`src/core/opdec_pkg.sv`:
```
// Constants, enumerations and carriers for the opcode decoder.
// Assumes one processor clock; bytes arrive in program order.
package opdec_pkg;

  localparam logic [7:0] OPC_SEG_LOAD = 8'h8E;
  localparam logic [7:0] OPC_SEG_STORE = 8'h8C;
  localparam logic [7:0] OPC_TABLE = 8'hD7;
  localparam logic [7:0] OPC_EA_LOAD = 8'h8D;
  localparam logic [7:0] OPC_PTR_DATA = 8'hC5;
  localparam logic [7:0] OPC_PTR_EXTRA = 8'hC4;
  localparam logic [7:0] OPC_FLAGS_OUT = 8'h9F;
  localparam logic [7:0] OPC_FLAGS_IN = 8'h9E;
  localparam logic [7:0] OPC_ASCII_SUM = 8'h37;
  localparam logic [7:0] OPC_BCD_SUM = 8'h27;
  localparam logic [7:0] OPC_ASCII_DIFF = 8'h3F;
  localparam logic [7:0] OPC_BCD_DIFF = 8'h2F;
  localparam logic [7:0] OPC_ASCII_PROD = 8'hD4;
  localparam logic [7:0] OPC_ASCII_QUOT = 8'hD5;
  localparam logic [7:0] ADJ_BASE = 8'h0A;
  localparam logic [7:0] OPC_BYTE_WORD = 8'h98;
  localparam logic [7:0] OPC_WORD_DOUBLE = 8'h99;

  // Opcode bit patterns of the groups (upper bits, bits 2:1, s:w); low bits are d/s/v/w flags
  localparam logic [1:0] ALU_TOP = 2'h0;
  localparam logic [1:0] ALU_ACC_LOW = 2'h2;
  localparam logic [5:0] IMM_GRP = 6'h20;
  localparam logic [6:0] MULDIV_GRP = 7'h7B;
  localparam logic [5:0] SHIFT_GRP = 6'h34;
  localparam logic [1:0] SW_WORD_IMM = 2'h1;

  // Sub-operation field values
  localparam logic [2:0] FN_ADD = 3'h0;
  localparam logic [2:0] FN_ADC = 3'h2;
  localparam logic [2:0] FN_SBB = 3'h3;
  localparam logic [2:0] FN_SUB = 3'h5;
  localparam logic [2:0] FN_CMP = 3'h7;
  localparam logic [2:0] FN_INVERT = 3'h2;
  localparam logic [2:0] FN_NEGATE = 3'h3;
  localparam logic [2:0] FN_UPROD = 3'h4;
  localparam logic [2:0] FN_SPROD = 3'h5;
  localparam logic [2:0] FN_UQUOT = 3'h6;
  localparam logic [2:0] FN_SQUOT = 3'h7;
  localparam logic [2:0] FN_LEFT = 3'h4;
  localparam logic [2:0] FN_RIGHT = 3'h5;

  localparam logic [1:0] MOD_D8 = 2'h1;
  localparam logic [1:0] MOD_D16 = 2'h2;
  localparam logic [1:0] MOD_MEM = 2'h0;
  localparam logic [2:0] RM_DIRECT = 3'h6;
  localparam logic [1:0] LEN_NONE = 2'h0;
  localparam logic [1:0] LEN_ONE = 2'h1;
  localparam logic [1:0] LEN_TWO = 2'h2;

  typedef enum logic [3:0] {
    st_op = 4'h1, st_modrm = 4'h2, st_tail = 4'h4, st_fix = 4'h8
  } state_t;

  typedef enum logic [4:0] {
    no_op_decoded, copy_seg_load, copy_seg_store, table_lookup_op, eff_address_load_op,
    pointer_load_data_seg, pointer_load_extra_seg, flags_to_acc_high, acc_high_to_flags,
    alu_op, ascii_sum_fix, bcd_sum_fix, ascii_diff_fix, bcd_diff_fix, unsigned_product_op,
    signed_product_op, unsigned_quotient_op, signed_quotient_op, negate_op, invert_op,
    ascii_product_fix, ascii_quotient_fix, byte_to_word_extend, word_to_double_extend,
    left_shift_op, logical_right_shift_op
  } op_t;

  typedef struct packed {
    logic valid;
    logic [7:0] data;
  } fetch_t;

  typedef struct packed {
    op_t op;
    logic [7:0] opcode;
    logic [2:0] alu_fn;
    logic word;
    logic dir;
    logic count_cl;
    logic sign_ext;
    logic has_modrm;
    logic [7:0] modrm;
    logic [1:0] seg_sel;
    logic [1:0] disp_len;
    logic [1:0] imm_len;
    logic [15:0] disp;
    logic [15:0] imm;
    logic illegal;
  } decode_t;

endpackage : opdec_pkg

```
`src/core/cpu_opcode_decoder.sv`:
```
// Opcode decoder: turns a byte stream into one decoded instruction record.
// Assumes fetch bytes are synchronous to mclk and each byte is offered once.
// Operation
// - 8E with addressing bit5 clear loads a segment register
// - 8C with addressing bit5 clear stores a segment register
// - D7 alone is the table lookup into the low accumulator byte
// - 8D with addressing byte loads the effective address itself
// - C5 with addressing byte loads pointer plus data segment base
// - C4 with addressing byte loads pointer plus extra segment base
// - 9F copies flags to high accumulator byte, 9E copies back
// - Add with carry from register, immediate group 010, accumulator forms
// - Subtract with borrow from register, immediate group 011, accumulator forms
// - 37 alone is the ASCII fix after addition
// - 27 alone is the packed decimal fix after addition
// - 3F alone is the ASCII fix after subtraction
// - 2F alone is the packed decimal fix after subtraction
// - Group 1111011w fields 100 and 101 give unsigned and signed product
// - Group 1111011w fields 110 and 111 give unsigned and signed quotient
// - D4 then 0A is the ASCII fix after multiplication
// - D5 then 0A is the ASCII fix before division
// - 98 alone extends the low accumulator byte to a word
// - 99 alone extends the word accumulator to a double word
// - 110100vw field 100 is left shift; v picks count, w size
// - 110100vw field 101 is logical right shift
// - 100000sw field 000 is add; second data byte only when s:w is 01
`timescale 1ns/1ns
`default_nettype none

module cpu_opcode_decoder
  import opdec_pkg::*;
(
  input wire logic mclk,
  input wire logic rst,
  input wire fetch_t fetch,
  output logic busy,
  output logic dec_valid,
  output decode_t dec
);

  state_t state_reg, state_next;
  decode_t work_reg, work_next;
  decode_t out_reg, out_next;
  logic out_valid_reg, out_valid_next;
  logic [2:0] left_reg, left_next;
  logic [1:0] idx_reg, idx_next;

  function automatic logic alu_known(input logic [2:0] fn);
    // Logical functions of this group are not decoded here
    return (fn == FN_ADD) || (fn == FN_ADC) || (fn == FN_SBB) || (fn == FN_SUB) || (fn == FN_CMP);
  endfunction : alu_known

  function automatic decode_t first_decode(input logic [7:0] b);
    decode_t d;
    d = '0;
    d.op = no_op_decoded;
    d.opcode = b;
    d.word = b[0];
    d.dir = b[1];
    d.count_cl = b[1];
    d.sign_ext = b[1];
    if (b[7:6] == ALU_TOP && !b[2]) begin
      d.op = alu_op;
      d.alu_fn = b[5:3];
      d.has_modrm = 1'b1;
      d.illegal = !alu_known(b[5:3]);
    end else if (b[7:6] == ALU_TOP && b[2:1] == ALU_ACC_LOW) begin
      d.op = alu_op;
      d.alu_fn = b[5:3];
      d.imm_len = b[0] ? LEN_TWO : LEN_ONE;
      d.illegal = !alu_known(b[5:3]);
    end else if (b[7:2] == IMM_GRP) begin
      d.op = alu_op;
      d.has_modrm = 1'b1;
      d.imm_len = (b[1:0] == SW_WORD_IMM) ? LEN_TWO : LEN_ONE;
    end else if (b[7:1] == MULDIV_GRP || b[7:2] == SHIFT_GRP) begin
      d.has_modrm = 1'b1;
    end else begin
      d.word = 1'b0;
      unique case (b)
        OPC_SEG_LOAD: begin
          d.op = copy_seg_load;
          d.has_modrm = 1'b1;
          d.word = 1'b1;
        end
        OPC_SEG_STORE: begin
          d.op = copy_seg_store;
          d.has_modrm = 1'b1;
          d.word = 1'b1;
        end
        OPC_EA_LOAD: begin
          d.op = eff_address_load_op;
          d.has_modrm = 1'b1;
          d.word = 1'b1;
        end
        OPC_PTR_DATA: begin
          d.op = pointer_load_data_seg;
          d.has_modrm = 1'b1;
          d.word = 1'b1;
        end
        OPC_PTR_EXTRA: begin
          d.op = pointer_load_extra_seg;
          d.has_modrm = 1'b1;
          d.word = 1'b1;
        end
        OPC_TABLE: d.op = table_lookup_op;
        OPC_FLAGS_OUT: d.op = flags_to_acc_high;
        OPC_FLAGS_IN: d.op = acc_high_to_flags;
        OPC_ASCII_SUM: d.op = ascii_sum_fix;
        OPC_BCD_SUM: d.op = bcd_sum_fix;
        OPC_ASCII_DIFF: d.op = ascii_diff_fix;
        OPC_BCD_DIFF: d.op = bcd_diff_fix;
        OPC_ASCII_PROD: d.op = ascii_product_fix;
        OPC_ASCII_QUOT: d.op = ascii_quotient_fix;
        OPC_BYTE_WORD: d.op = byte_to_word_extend;
        OPC_WORD_DOUBLE: begin
          d.op = word_to_double_extend;
          d.word = 1'b1;
        end
        default: d.illegal = 1'b1;
      endcase
    end
    return d;
  endfunction : first_decode

  function automatic decode_t modrm_decode(input decode_t din, input logic [7:0] m);
    decode_t d;
    d = din;
    d.modrm = m;
    d.seg_sel = m[4:3];
    if (d.opcode == OPC_SEG_LOAD || d.opcode == OPC_SEG_STORE) begin
      d.illegal = m[5];
    end else if (d.opcode[7:2] == IMM_GRP) begin
      d.alu_fn = m[5:3];
      d.illegal = !alu_known(m[5:3]);
    end else if (d.opcode[7:1] == MULDIV_GRP) begin
      unique case (m[5:3])
        FN_INVERT: d.op = invert_op;
        FN_NEGATE: d.op = negate_op;
        FN_UPROD: d.op = unsigned_product_op;
        FN_SPROD: d.op = signed_product_op;
        FN_UQUOT: d.op = unsigned_quotient_op;
        FN_SQUOT: d.op = signed_quotient_op;
        default: d.illegal = 1'b1;
      endcase
    end else if (d.opcode[7:2] == SHIFT_GRP) begin
      unique case (m[5:3])
        FN_LEFT: d.op = left_shift_op;
        FN_RIGHT: d.op = logical_right_shift_op;
        default: d.illegal = 1'b1;
      endcase
    end
    // Displacement bytes come before any immediate bytes
    if (m[7:6] == MOD_D8) begin
      d.disp_len = LEN_ONE;
    end else if (m[7:6] == MOD_D16 || (m[7:6] == MOD_MEM && m[2:0] == RM_DIRECT)) begin
      d.disp_len = LEN_TWO;
    end else begin
      d.disp_len = LEN_NONE;
    end
    return d;
  endfunction : modrm_decode

  always_comb begin
    logic [1:0] pos;
    decode_t w;
    pos = idx_reg - work_reg.disp_len;
    w = work_reg;
    state_next = state_reg;
    work_next = work_reg;
    out_next = out_reg;
    out_valid_next = 1'b0;
    left_next = left_reg;
    idx_next = idx_reg;
    unique case (state_reg)
      st_op: begin
        if (fetch.valid) begin
          w = first_decode(fetch.data);
          work_next = w;
          idx_next = '0;
          left_next = 3'(w.imm_len);
          // Unknown first byte: length unknown, so report at once
          if (w.illegal && !w.has_modrm) begin
            out_next = w;
            out_valid_next = 1'b1;
          end else if (w.op == ascii_product_fix || w.op == ascii_quotient_fix) begin
            state_next = st_fix;
          end else if (w.has_modrm) begin
            state_next = st_modrm;
          end else if (w.imm_len != LEN_NONE) begin
            state_next = st_tail;
          end else begin
            out_next = w;
            out_valid_next = 1'b1;
          end
        end
      end
      st_modrm: begin
        if (fetch.valid) begin
          w = modrm_decode(work_reg, fetch.data);
          work_next = w;
          left_next = 3'(w.disp_len) + 3'(w.imm_len);
          if (w.disp_len == LEN_NONE && w.imm_len == LEN_NONE) begin
            out_next = w;
            out_valid_next = 1'b1;
            state_next = st_op;
          end else begin
            state_next = st_tail;
          end
        end
      end
      st_tail: begin
        if (fetch.valid) begin
          if (idx_reg < work_reg.disp_len) begin
            if (idx_reg[0]) w.disp[15:8] = fetch.data;
            else w.disp[7:0] = fetch.data;
          end else if (pos[0]) begin
            w.imm[15:8] = fetch.data;
          end else begin
            w.imm[7:0] = fetch.data;
            // Single data byte with s and w both set widens by sign
            w.imm[15:8] = (w.sign_ext && w.word && w.opcode[7:2] == IMM_GRP) ? {8{fetch.data[7]}} : 8'h00;
          end
          work_next = w;
          idx_next = idx_reg + 2'h1;
          left_next = left_reg - 3'h1;
          if (left_reg == 3'h1) begin
            out_next = w;
            out_valid_next = 1'b1;
            state_next = st_op;
          end
        end
      end
      st_fix: begin
        if (fetch.valid) begin
          w.modrm = fetch.data;
          w.illegal = (fetch.data != ADJ_BASE);
          out_next = w;
          out_valid_next = 1'b1;
          state_next = st_op;
        end
      end
    endcase
  end

  always_ff @(posedge mclk) begin
    if (rst) begin
      state_reg <= st_op;
      work_reg <= '0;
      out_reg <= '0;
      out_valid_reg <= 1'b0;
      left_reg <= 3'h0;
      idx_reg <= 2'h0;
    end else begin
      state_reg <= state_next;
      work_reg <= work_next;
      out_reg <= out_next;
      out_valid_reg <= out_valid_next;
      left_reg <= left_next;
      idx_reg <= idx_next;
    end
  end

  assign busy = (state_reg != st_op);
  assign dec_valid = out_valid_reg;
  assign dec = out_reg;
endmodule : cpu_opcode_decoder

`default_nettype wire

```
`config.mk`:
```
export PLATFORM = sky130hd
export DESIGN_NAME = cpu_opcode_decoder
export DESIGN_NICKNAME = d
export VERILOG_FILES = /design/src/core/opdec_pkg.sv /design/src/core/cpu_opcode_decoder.sv
export SDC_FILE = /design/constraint.sdc
export NUM_CORES = 1
export LEC_CHECK = 0
export ABC_AREA = 1
export BUFFER_PORTS_ARGS = -buffer_cell sky130_fd_sc_hd__buf_2
export CAP_MARGIN = 10
export CORE_MARGIN = 10
export CORE_UTILIZATION = 30
export DETAILED_ROUTE_END_ITERATION = 7
export SLEW_MARGIN = 30
export SYNTH_ARGS = -nofsm -noshare
export SYNTH_HDL_FRONTEND = slang
export SYNTH_SLANG_ARGS = --single-unit
```
`constraint.sdc`:
```
create_clock -name mclk -period 2 [get_ports mclk]
set_input_delay 0.3 -clock mclk [delete_from_list [all_inputs] [get_ports mclk]]
set_output_delay 0.3 -clock mclk [all_outputs]
set_load 0.01 [all_outputs]
```
==> results.toml, run 1 <==
[routing]
vias_per_cell = 4.93
route.detailed.drc = 0
drt_iter0_drc = 569
wl_per_cell_um = 15.7
drt_pass1_iterations = 5
ant_nets = 0
wirelength_mm = 25.6
vias = 8053

[die]
die_height_um = 180
dieArea_um2 = 32300
ios = 81
placementRows = 58
die_x_um = 180
coreArea_um2 = 25100
start_util_pct = 30.5

[global_routing]
overflow = 0
gr-usage-all-layers_pct = 14.6
grt_pass1_wl_mm = 39.2
first_global_vias = 7314
antenna_found_initial = 0
grt_max_degree = 73

[sta]
setup_tns_ns = 0
finalCritPeriodShare_pct = 95.6
fin_skew_ns = 0.0110
max_freq_mhz = 523
hold_viol = 0
finalMaxSlewViolations = 0
setup_viol = 0
tightest_slew_ns = 0.389
period_minus_slack_ns = 1.91
slew_headroom_pct = 74.0

[critical_path]
crit_top_cell = "nand2_4"
cp_cell_sequence = "buf_6 -> nand2_4 -> nor2_4 -> nor2_4 -> nand2_4 -> inv_4 -> nand2_4 -> a21oi_4 -> and2_4 -> clkbuf_16 -> nand3_1 -> nand2_1 -> nor2_1"
critPathLaunchType = "register"
r2r_slack_ns = 0.09
critical_path.top_delay_family = "simple AND/OR/NAND/NOR gates"
rr_startpoint = "state_reg[1]"
setup.worst_path.class = "reg2reg"
cp.arrival_ns = 2.23
worst_setup_path_end_kind = "register"
cp_max_fo = 16
cp_num_buf_inv = 3
r2r.worst_path.cells = 13
worstPathRequired_ns = 2.32
slowest_stage = "dfxtp_2"
slowest_delay_ns = 0.34
r2r_end = "dec[0]"

[synthesis]
ys_ff_latch = 138
yosysTopAreaCellShare_pct = 36.1
synth_area_leader_cell = "dfxtp_1"
synth_nets = 1151
synth-edff-count = 0
synth_cells = 1134
synth.most_common_cell = "nand2_1"
synthTopCellsByArea = "dfxtp_1 (36%), a21oi_1 (9.9%), nand2_1 (9.7%), o21ai_0 (7.7%), nor2_1 (7.5%)"
ys_seq_area_share_pct = 36.1
yosys_most_used_dff = "dfxtp_1"
synth_area_um2 = 7650
ys_top_cells_by_count = "nand2_1 (198), nor2_1 (153), a21oi_1 (151), dfxtp_1 (138), o21ai_0 (117)"
ys_warn_count = 0
synthArstFlopShare_pct = 0
syn_avg_cell_area_um2 = 6.74
synth_cell_type_count = 45

[clock_network]
numCtsBuffers = 17
postCtsHoldBufs = 0
cts_tree = "built"
htree_levels = 4
cts_sinks = 138
clk_pin_slew_ns = 0.06
root_buffer = "clkbuf_16"
clock_latency_ns = 0.43
clk_path_buf_depth = 2

[finish]
final_cells = 1633
nNetsFinal = 1307
fillers = 2632
utilization_pct = 40.5
antenna_cells = 0
finalInstanceArea_um2 = 10200
area_growth_pct = 32.9
largest_register_ffs = 65
drive_above_1_share_pct = 24.3

[worst_hold_path]
hp-class = "in2reg"
min_to = "work_reg[57]"
worstHoldStart = "fetch[2]"
hold_depth = 3

[place]
io_buffers = 80
dp_hpwl_mm = 17.7
place_area_um2 = 9110
place_congestion = 0.902
dp.cells = 1584

[run_status]
status = "finished, final reports clean"

[power_and_ir_drop]
p_per_area_nw_per_um2 = 1790
peakVddDrop_mv = 0.645
total_power_w = 0.0182
p_leak_nw = 4.75

[flow_run]
maxCapViolCount = 0
==> layer usage <==
layer	vias up	share of wire (%)	global-route usage [%]
li1	4100	-	-
met1	3750	48	19.9
met2	176	45	22.7
met3	27	4.5	2.81
met4	0	1.6	4.43
met5	-	0	0
==> kinds of logic after synthesis <==
kind of cell	after synthesis	synth area share, %
compound gates	338	24.8
fa+ha+maj	6	1.08
flops	138	36.1
simple gates	471	26.6
xor+xnor	2	0.229
buf+inv	179	11.2
==> worst max-delay path by stage <==
stage | cells past startpoint | endpoint | startpoint
after detailed placement | 15 | dec[5] | fetch[6]
after CTS | 10 | dec[4] | state_reg[0]
final | 13 | dec[0] | state_reg[1]
after global placement | 15 | dec[0] | fetch[6]
after global routing | 15 | dec[22] | fetch[1]
after floorplan | 11 | dec[1] | idx_reg[0]
==> placed cells by master, fill, tap and decap left out, types with 2 or more instances in the layout <==
cell and count:
nand2_1 193, nor2_1 150, a21oi_1 147, dfxtp_1 134
buf_4 108, o21ai_0 94, inv_1 85, buf_2 80
nand3_1 75, nand3b_1 26, o21ai_1 25, clkbuf_16 25
a21oi_2 23, buf_12 15, a22oi_1 12, inv_2 9
a22oi_2 6, a221oi_1 6, o211ai_1 6, nor2_2 5
nand4_1 5, a31oi_1 5, ha_1 5, bufinv_16 5
buf_6 5, nand2_4 4, o22ai_1 4, a211oi_1 4
clkinv_4 4, dfxtp_2 4, nand2_2 3, nor2_4 3
clkinvlp_4 3, nand2_8 2, a21oi_4 2, and2_4 2
o221ai_1 2, clkinv_2 2
==> report_power, final <==
| part | switching, W | internal [W] |
|---|---|---|
| clock | 0.00131 | 0.00225 |
| sequential | 0.000620 | 0.00383 |
| combinational | 0.00562 | 0.00455 |
==> what timing repair did <==
item,CTS,global route
resized for setup,1,57
endpoints found under the hold margin,0,0
buffers inserted,0,7
pin swaps,0,14
setup endpoints to repair,1,51
gates cloned,0,10
==> cell type report <==
cell class / instances / area, µm² / share of cell area (%)
multi-input combinational: 819 / 4160 / 40.9
timing repair buffer: 217 / 1800 / 17.7
clock buffer: 18 / 439 / 4.32
clock inverter: 14 / 219 / 2.15
inverter: 97 / 370 / 3.64
tap: 330 / 413 / 4.06
sequential: 138 / 2770 / 27.2
==> metrics by stage <==
step / hold WS, ns / setup WS [ns]
floorplan: 0.441 / 0.00659
global placement: 0.452 / -0.284
detailed placement: 0.456 / -0.320
CTS: 0.187 / 0.000510
global route: 0.216 / -0.0216
finish: 0.205 / 0.0878
==> tightest hold or removal path: cells and delay by family <==
family                 cells  cell delay, ns
buffers and inverters      1            0.15
AOI/OAI and AO/OA          1            0.05
and+or+nand+nor            1            0.09
Power figures use the tool's default switching activity.
==> run 2, diff against run 1 <==
==> constraint.sdc (replaced) <==
create_clock -name mclk -period 1.92 [get_ports mclk]
set_input_delay 0.288 -clock mclk [delete_from_list [all_inputs] [get_ports mclk]]
set_output_delay 0.288 -clock mclk [all_outputs]
set_load 0.01 [all_outputs]
==> run 2 against run 1 <==
Against the previous run: clock skew is 0.0029 ns higher; cell count rose by 0.12%; critical path type unchanged; utilization rose by 0.89 points; count of clock-buffer cells in the layout increased by 1; die area did not move; hold slack got worse by 0.0090 ns; the flow now finishes with violations (setup timing); register-to-register slack got worse by 0.09 ns; critical endpoint is now dec[27]; clock power shrank 6.7%; highest routed layer is now met5; via count rose by 0.82%; setup slack worse by 0.089 ns; design area is 2.2% higher.
==> results.toml, run 2 (synthesis results as in run 1) <==
[sta]
tightest_slew_ns = 0.421
finalCritPeriodShare_pct = 100
hold_viol = 0
finalMaxSlewViolations = 0
setup_slack_ns = -0.00159
period_minus_slack_ns = 1.92
fin_skew_ns = 0.0139
max_freq_mhz = 520
slew_headroom_pct = 71.9
setup_viol = 1
setup_tns_ns = -0.00159
rsz0062_at_grt = "yes"

[critical_path]
cp.arrival_ns = 2.30
slowest_delay_ns = 0.38
slowest_stage = "dfxtp_4"
cp_max_fo = 8
critPathLaunchType = "register"
worst_setup_path_end_kind = "register"
setup.worst_path.class = "reg2reg"
cp_cell_sequence = "nor2_4 -> buf_6 -> nand3_4 -> inv_4 -> nor2_4 -> nand2_4 -> inv_4 -> nand2_4 -> a21oi_4 -> and2_4 -> buf_12 -> buf_12 -> buf_12 -> a21oi_2 -> nor2_1"
cp_num_buf_inv = 6
crit_top_cell = "buf_12"
critical_path.top_delay_family = "buffers and inverters"
worstPathRequired_ns = 2.30

[die]
die_height_um = 180
ios = 81
coreArea_um2 = 25100
start_util_pct = 30.5
die_x_um = 180
dieArea_um2 = 32300
placementRows = 58

[finish]
largest_register_ffs = 65
layout_commonest_cell = "nand2_1"
nNetsFinal = 1309
antenna_cells = 0
drive_above_1_share_pct = 27.1
area_growth_pct = 35.9
finalInstanceArea_um2 = 10400
final_cell_mix = "nand2_1 (193), nor2_1 (141), dfxtp_1 (136)"

[place]
dp_hpwl_mm = 17.8
place_congestion = 0.909
io_buffers = 80
place_area_um2 = 9160

[routing]
route.detailed.drc = 0
wirelength_mm = 26.4
ant_nets = 0
drt_pass1_iterations = 5
drt_iter0_drc = 619
vias = 8119
wl_per_cell_um = 16.1
vias_per_cell = 4.97

[run_status]
status = "finished with violations"
violations = "setup timing"

[global_routing]
grt_max_degree = 58
first_global_vias = 7389
grt_pass1_wl_mm = 40.0
antenna_found_initial = 2
overflow = 0
gr-usage-all-layers_pct = 15.0

[clock_network]
cts_sinks = 138
postCtsHoldBufs = 0
clk_path_buf_depth = 2
root_buffer = "clkbuf_16"
clk_pin_slew_ns = 0.07
cts_tree = "built"
clock_latency_ns = 0.44
htree_levels = 4
numCtsBuffers = 17

[power_and_ir_drop]
peakVddDrop_mv = 0.996
p_leak_nw = 4.85
p_per_area_nw_per_um2 = 1830

[flow_run]
maxCapViolCount = 0

[worst_hold_path]
hp-class = "in2reg"
[run 2: changes by cell type in the layout (fill, tap and decap cells not counted), moves of 7 or more]
| cell | change |
|---|---|
| a21oi_2 | +11 |
| nor2_2 | +7 |
| nand3_1 | -14 |
| nand3_2 | +13 |
| a21oi_1 | -12 |
| nor2_1 | -9 |
[run 2: final timing paths]
path | start | endpoint | depth (start not counted) | slack, ns
worst max-delay path | state_reg[1] | dec[27] | 15 | -0.002
worst min-delay path | fetch[5] | work_reg[60] | 3 | 0.20
worst min register to register | dec[12] | dec[12] | 2 | 0.47
worst max register to register | state_reg[1] | dec[27] | 15 | -0.002
[run 2: stage by stage]
stage | instances | setup slack, ns | utilization, % | power [W] | hold WS, ns
after floorplan | 1134 | 0.00665 | - | 0.0109 | 0.441
after global placement | 1585 | -0.407 | 36.5 | 0.0138 | 0.451
after detailed placement | 1585 | -0.388 | 36.5 | 0.0140 | 0.459
after CTS | 1620 | -0.00581 | 39.2 | 0.0177 | 0.165
after global routing | 1635 | -0.0911 | 41.4 | 0.0205 | 0.213
final | 1635 | -0.00159 | 41.4 | 0.0190 | 0.196
[run 2: what timing repair did]
item / 4_1_cts / 5_1_grt
gates resized for setup: 13 / 86
cloned: 1 / 12
buffers inserted: 2 / 3
endpoints found under the setup margin: 42 / 71
hold endpoints to repair: 0 / 0
pin swaps: 0 / 20
[run 2: layer usage]
layer | global-route usage, % | vias to the layer above | part of all wire, % | routed length [µm]
li1 | - | 4115 | - | -
met1 | 19.9 | 3774 | 47 | 12400
met2 | 23.7 | 204 | 47 | 12400
met3 | 3.07 | 24 | 4.6 | 1230
met4 | 5.00 | 2 | 1.3 | 353
met5 | 0 | - | 0.027 | 7
[run 2: where the power goes]
part | switching [W] | internal (W)
clock network | 0.00143 | 0.00189
registers | 0.000658 | 0.00400
logic | 0.00606 | 0.00499
[run 2: cell type report]
class / instances / area, µm²
clock buffers: 19 / 453
repair buffers: 220 / 1930
flip-flops and latches: 138 / 2770
inverters: 97 / 373
fillers: 2607 / 14700
well taps: 330 / 413
multi-input cells: 817 / 4310
repair inverters: 1 / 7.51
clock inverters: 13 / 134
[run 2: tightest hold or removal path: cells and delay by family]
family	cells	cell delay (ns)
AO/OA/AOI/OAI	1	0.05
buffers and inverters	1	0.15
AND/OR/NAND/NOR	1	0.09
==> run 3, diff against run 2 <==
--- a/config.mk
+++ b/config.mk
@@ -5,7 +5,8 @@
 export SDC_FILE = /design/constraint.sdc
 export NUM_CORES = 1
 export LEC_CHECK = 0
-export ABC_AREA = 1
+export ABC_AREA = 0
+export ABC_CLOCK_PERIOD_IN_PS = 1920
 export BUFFER_PORTS_ARGS = -buffer_cell sky130_fd_sc_hd__buf_2
 export CAP_MARGIN = 10
 export CORE_MARGIN = 10
@@ -15,3 +16,4 @@
 export SYNTH_ARGS = -nofsm -noshare
 export SYNTH_HDL_FRONTEND = slang
 export SYNTH_SLANG_ARGS = --single-unit
+export TNS_END_PERCENT = 20
==> run 3 against run 2 <==
Against the previous run: the flow still finishes with violations (setup timing); die area up 1.5%; clock power grew 5%; flip-flop and latch count unchanged; design area is 3.1% higher; largest cell class unchanged; highest routed layer is now met4.
==> results.toml, run 3 <==
[run_status]
status = "finished with violations"
violations = "setup timing"

[sta]
setup_viol = 91
slew_headroom_pct = 50.9
period_minus_slack_ns = 2.10
rsz0062_at_grt = "yes"
finalMaxSlewViolations = 0
setup_slack_ns = -0.177
finalCritPeriodShare_pct = 109
hold_viol = 0
tightest_slew_ns = 0.737
max_freq_mhz = 477
fin_skew_ns = 0.0108

[flow_run]
maxCapViolCount = 0

[routing]
drt_pass1_iterations = 5
route.detailed.drc = 0
ant_nets = 0
wl_per_cell_um = 19.2
vias = 7652
wirelength_mm = 27.3
drt_iter0_drc = 609
vias_per_cell = 5.40

[finish]
nNetsFinal = 1091
area_growth_pct = 37.8
utilization_pct = 42.3
layout_commonest_cell = "buf_4"
final_cell_mix = "buf_4 (150), dfxtp_1 (133), nand2_1 (79), buf_2 (79), nor2_1 (77)"
drive_above_1_share_pct = 45.0
ff_latch_area_um2 = 2770
largest_register_ffs = 65
antenna_cells = 0
multi_input_area_um2 = 4780
fillers = 2473

[die]
dieArea_um2 = 32800
ios = 81
die_height_um = 181
placementRows = 58
die_x_um = 181
coreArea_um2 = 25300
start_util_pct = 30.7

[critical_path]
slowest_delay_ns = 0.58
slowest_stage = "or4b_4"
cp_max_fo = 23
r2r.worst_path.cells = 8
worstPathRequired_ns = 2.20
setup.worst_path.class = "reg2reg"
critPathLaunchType = "register"
cp_cell_sequence = "or4b_4 -> a31oi_4 -> nor3b_4 -> buf_6 -> o21a_4 -> buf_12 -> a21oi_2 -> a211oi_2"
r2r_end = "dec[44]"
rr_startpoint = "state_reg[3]"
worst_setup_path_end_kind = "register"
cp.arrival_ns = 2.38
r2r_slack_ns = -0.18

[power_and_ir_drop]
peakVddDrop_mv = 0.690
p_leak_nw = 4.05
total_power_w = 0.0145
p_per_area_nw_per_um2 = 1350

[synthesis]
synth_nets = 899
synth_area_leader_cell = "dfxtp_1"
synth_cell_type_count = 82
synth_cells = 882
synth.most_common_cell = "dfxtp_1"
synthTopCellsByArea = "dfxtp_1 (36%), a22oi_1 (7.1%), a211oi_2 (7.1%), a21oi_2 (5.6%), nand2_1 (4.0%)"
ys_seq_area_share_pct = 35.5
synth-edff-count = 0
syn_avg_cell_area_um2 = 8.82
synthArstFlopShare_pct = 0
synth_area_um2 = 7780
ys_warn_count = 0
ys_top_cells_by_count = "dfxtp_1 (138), nand2_1 (83), nor2_1 (78), a22oi_1 (74), a21oi_1 (54)"
yosysTopAreaCellShare_pct = 35.5
ys_ff_latch = 138
yosys_most_used_dff = "dfxtp_1"

[worst_hold_path]
hold_depth = 5
worstHoldStart = "rst"
hp-class = "in2reg"
min_to = "dec[51]"

[global_routing]
first_global_vias = 7320
grt_max_degree = 126
overflow = 0
grt_pass1_wl_mm = 41.5
gr-usage-all-layers_pct = 15.6
antenna_found_initial = 0

[clock_network]
clk_path_buf_depth = 2
numCtsBuffers = 17
clk_pin_slew_ns = 0.06
clock_latency_ns = 0.44
cts_sinks = 138
htree_levels = 4
postCtsHoldBufs = 0
root_buffer = "clkbuf_16"
cts_tree = "built"

[place]
dp_hpwl_mm = 18.6
place_congestion = 0.914
io_buffers = 80
run 3: changes by cell type after synthesis, moves of 30 or more:
cell,change
a211oi_2,+44
a21oi_1,-97
a21oi_2,+30
a22oi_1,+56
inv_1,-71
nand2_1,-115
nand3_1,-56
nor2_1,-75
o21ai_0,-83
run 3: worst max-delay path by stage:
stage / startpoint / slack [ns] / depth (start not counted) / to
2_1_floorplan: state_reg[1] / -0.11 / 10 / dec[18]
3_3_place_gp: fetch[6] / -0.37 / 9 / dec[30]
3_5_place_dp: fetch[6] / -0.42 / 9 / dec[27]
4_1_cts: state_reg[3] / -0.14 / 6 / work_reg[24]
5_1_grt: state_reg[3] / -0.21 / 8 / dec[45]
6_report: state_reg[3] / -0.18 / 8 / dec[44]
run 3: cell type report:
class | instances | area share, %
Inverter | 18 | 0.654
Multi-Input combinational cell | 635 | 44.6
Clock buffer | 23 | 4.46
Sequential cell | 138 | 25.8
Clock inverter | 9 | 1.27
Tap cell | 330 | 3.85
Timing Repair Buffer | 264 | 19.4
run 3: layer usage:
metal,GRT usage [%],up-vias,wire length [µm]
met5,0,-,0
met4,4.91,0,565
met3,3.28,48,1620
met2,24.3,238,12600
met1,20.9,3717,12500
li1,-,3649,-
run 3: critical path: cells and delay by family, from the launching register on:
| kind | cells | cell delay (ns) |
|---|---|---|
| DFF | 1 | 0.34 |
| buffers and inverters | 2 | 0.33 |
| AOI/OAI and AO/OA | 4 | 0.58 |
| and+or+nand+nor | 2 | 0.66 |
run 3: cell families after synthesis:
logic type,Yosys count,share of synthesized area (%)
AOI/OAI and AO/OA,342,35.9
xor gates and xnor gates,5,0.563
adders and majority gates,6,1.06
buffers and inverters,110,7.96
DFF,138,35.5
muxes,1,0.129
and+or+nand+nor,280,18.9
run 3: stage by stage:
| step | setup TNS [ns] | instance area (µm²) | worst slack (ns) | cells | hold slack, ns |
|---|---|---|---|---|---|
| finish | -9.80 | 10700 | -0.177 | 1417 | 0.316 |
| global route | -13.74 | 10700 | -0.215 | 1417 | 0.353 |
| CTS | -9.49 | 10300 | -0.136 | 1405 | 0.318 |
| detailed placement | -31.96 | 9470 | -0.416 | 1369 | 0.474 |
| global placement | -28.21 | 9470 | -0.369 | 1369 | 0.478 |
| floorplan | -5.88 | 7790 | -0.112 | 882 | 0.448 |
run 3: report_power, final:
group / leakage [nW] / total (W) / switching (W) / internal [W]
logic: 2.62 / 0.00698 / 0.00373 / 0.00325
clock network: 0.294 / 0.00347 / 0.00131 / 0.00216
registers: 1.13 / 0.00403 / 0.000520 / 0.00351
run 3: timing repair:
action                     4_1_cts  5_1_grt
setup endpoints to repair      105      110
resized for setup               49       64
cloned                           2        5
buffers inserted                 2        7
pin swaps                       12       12
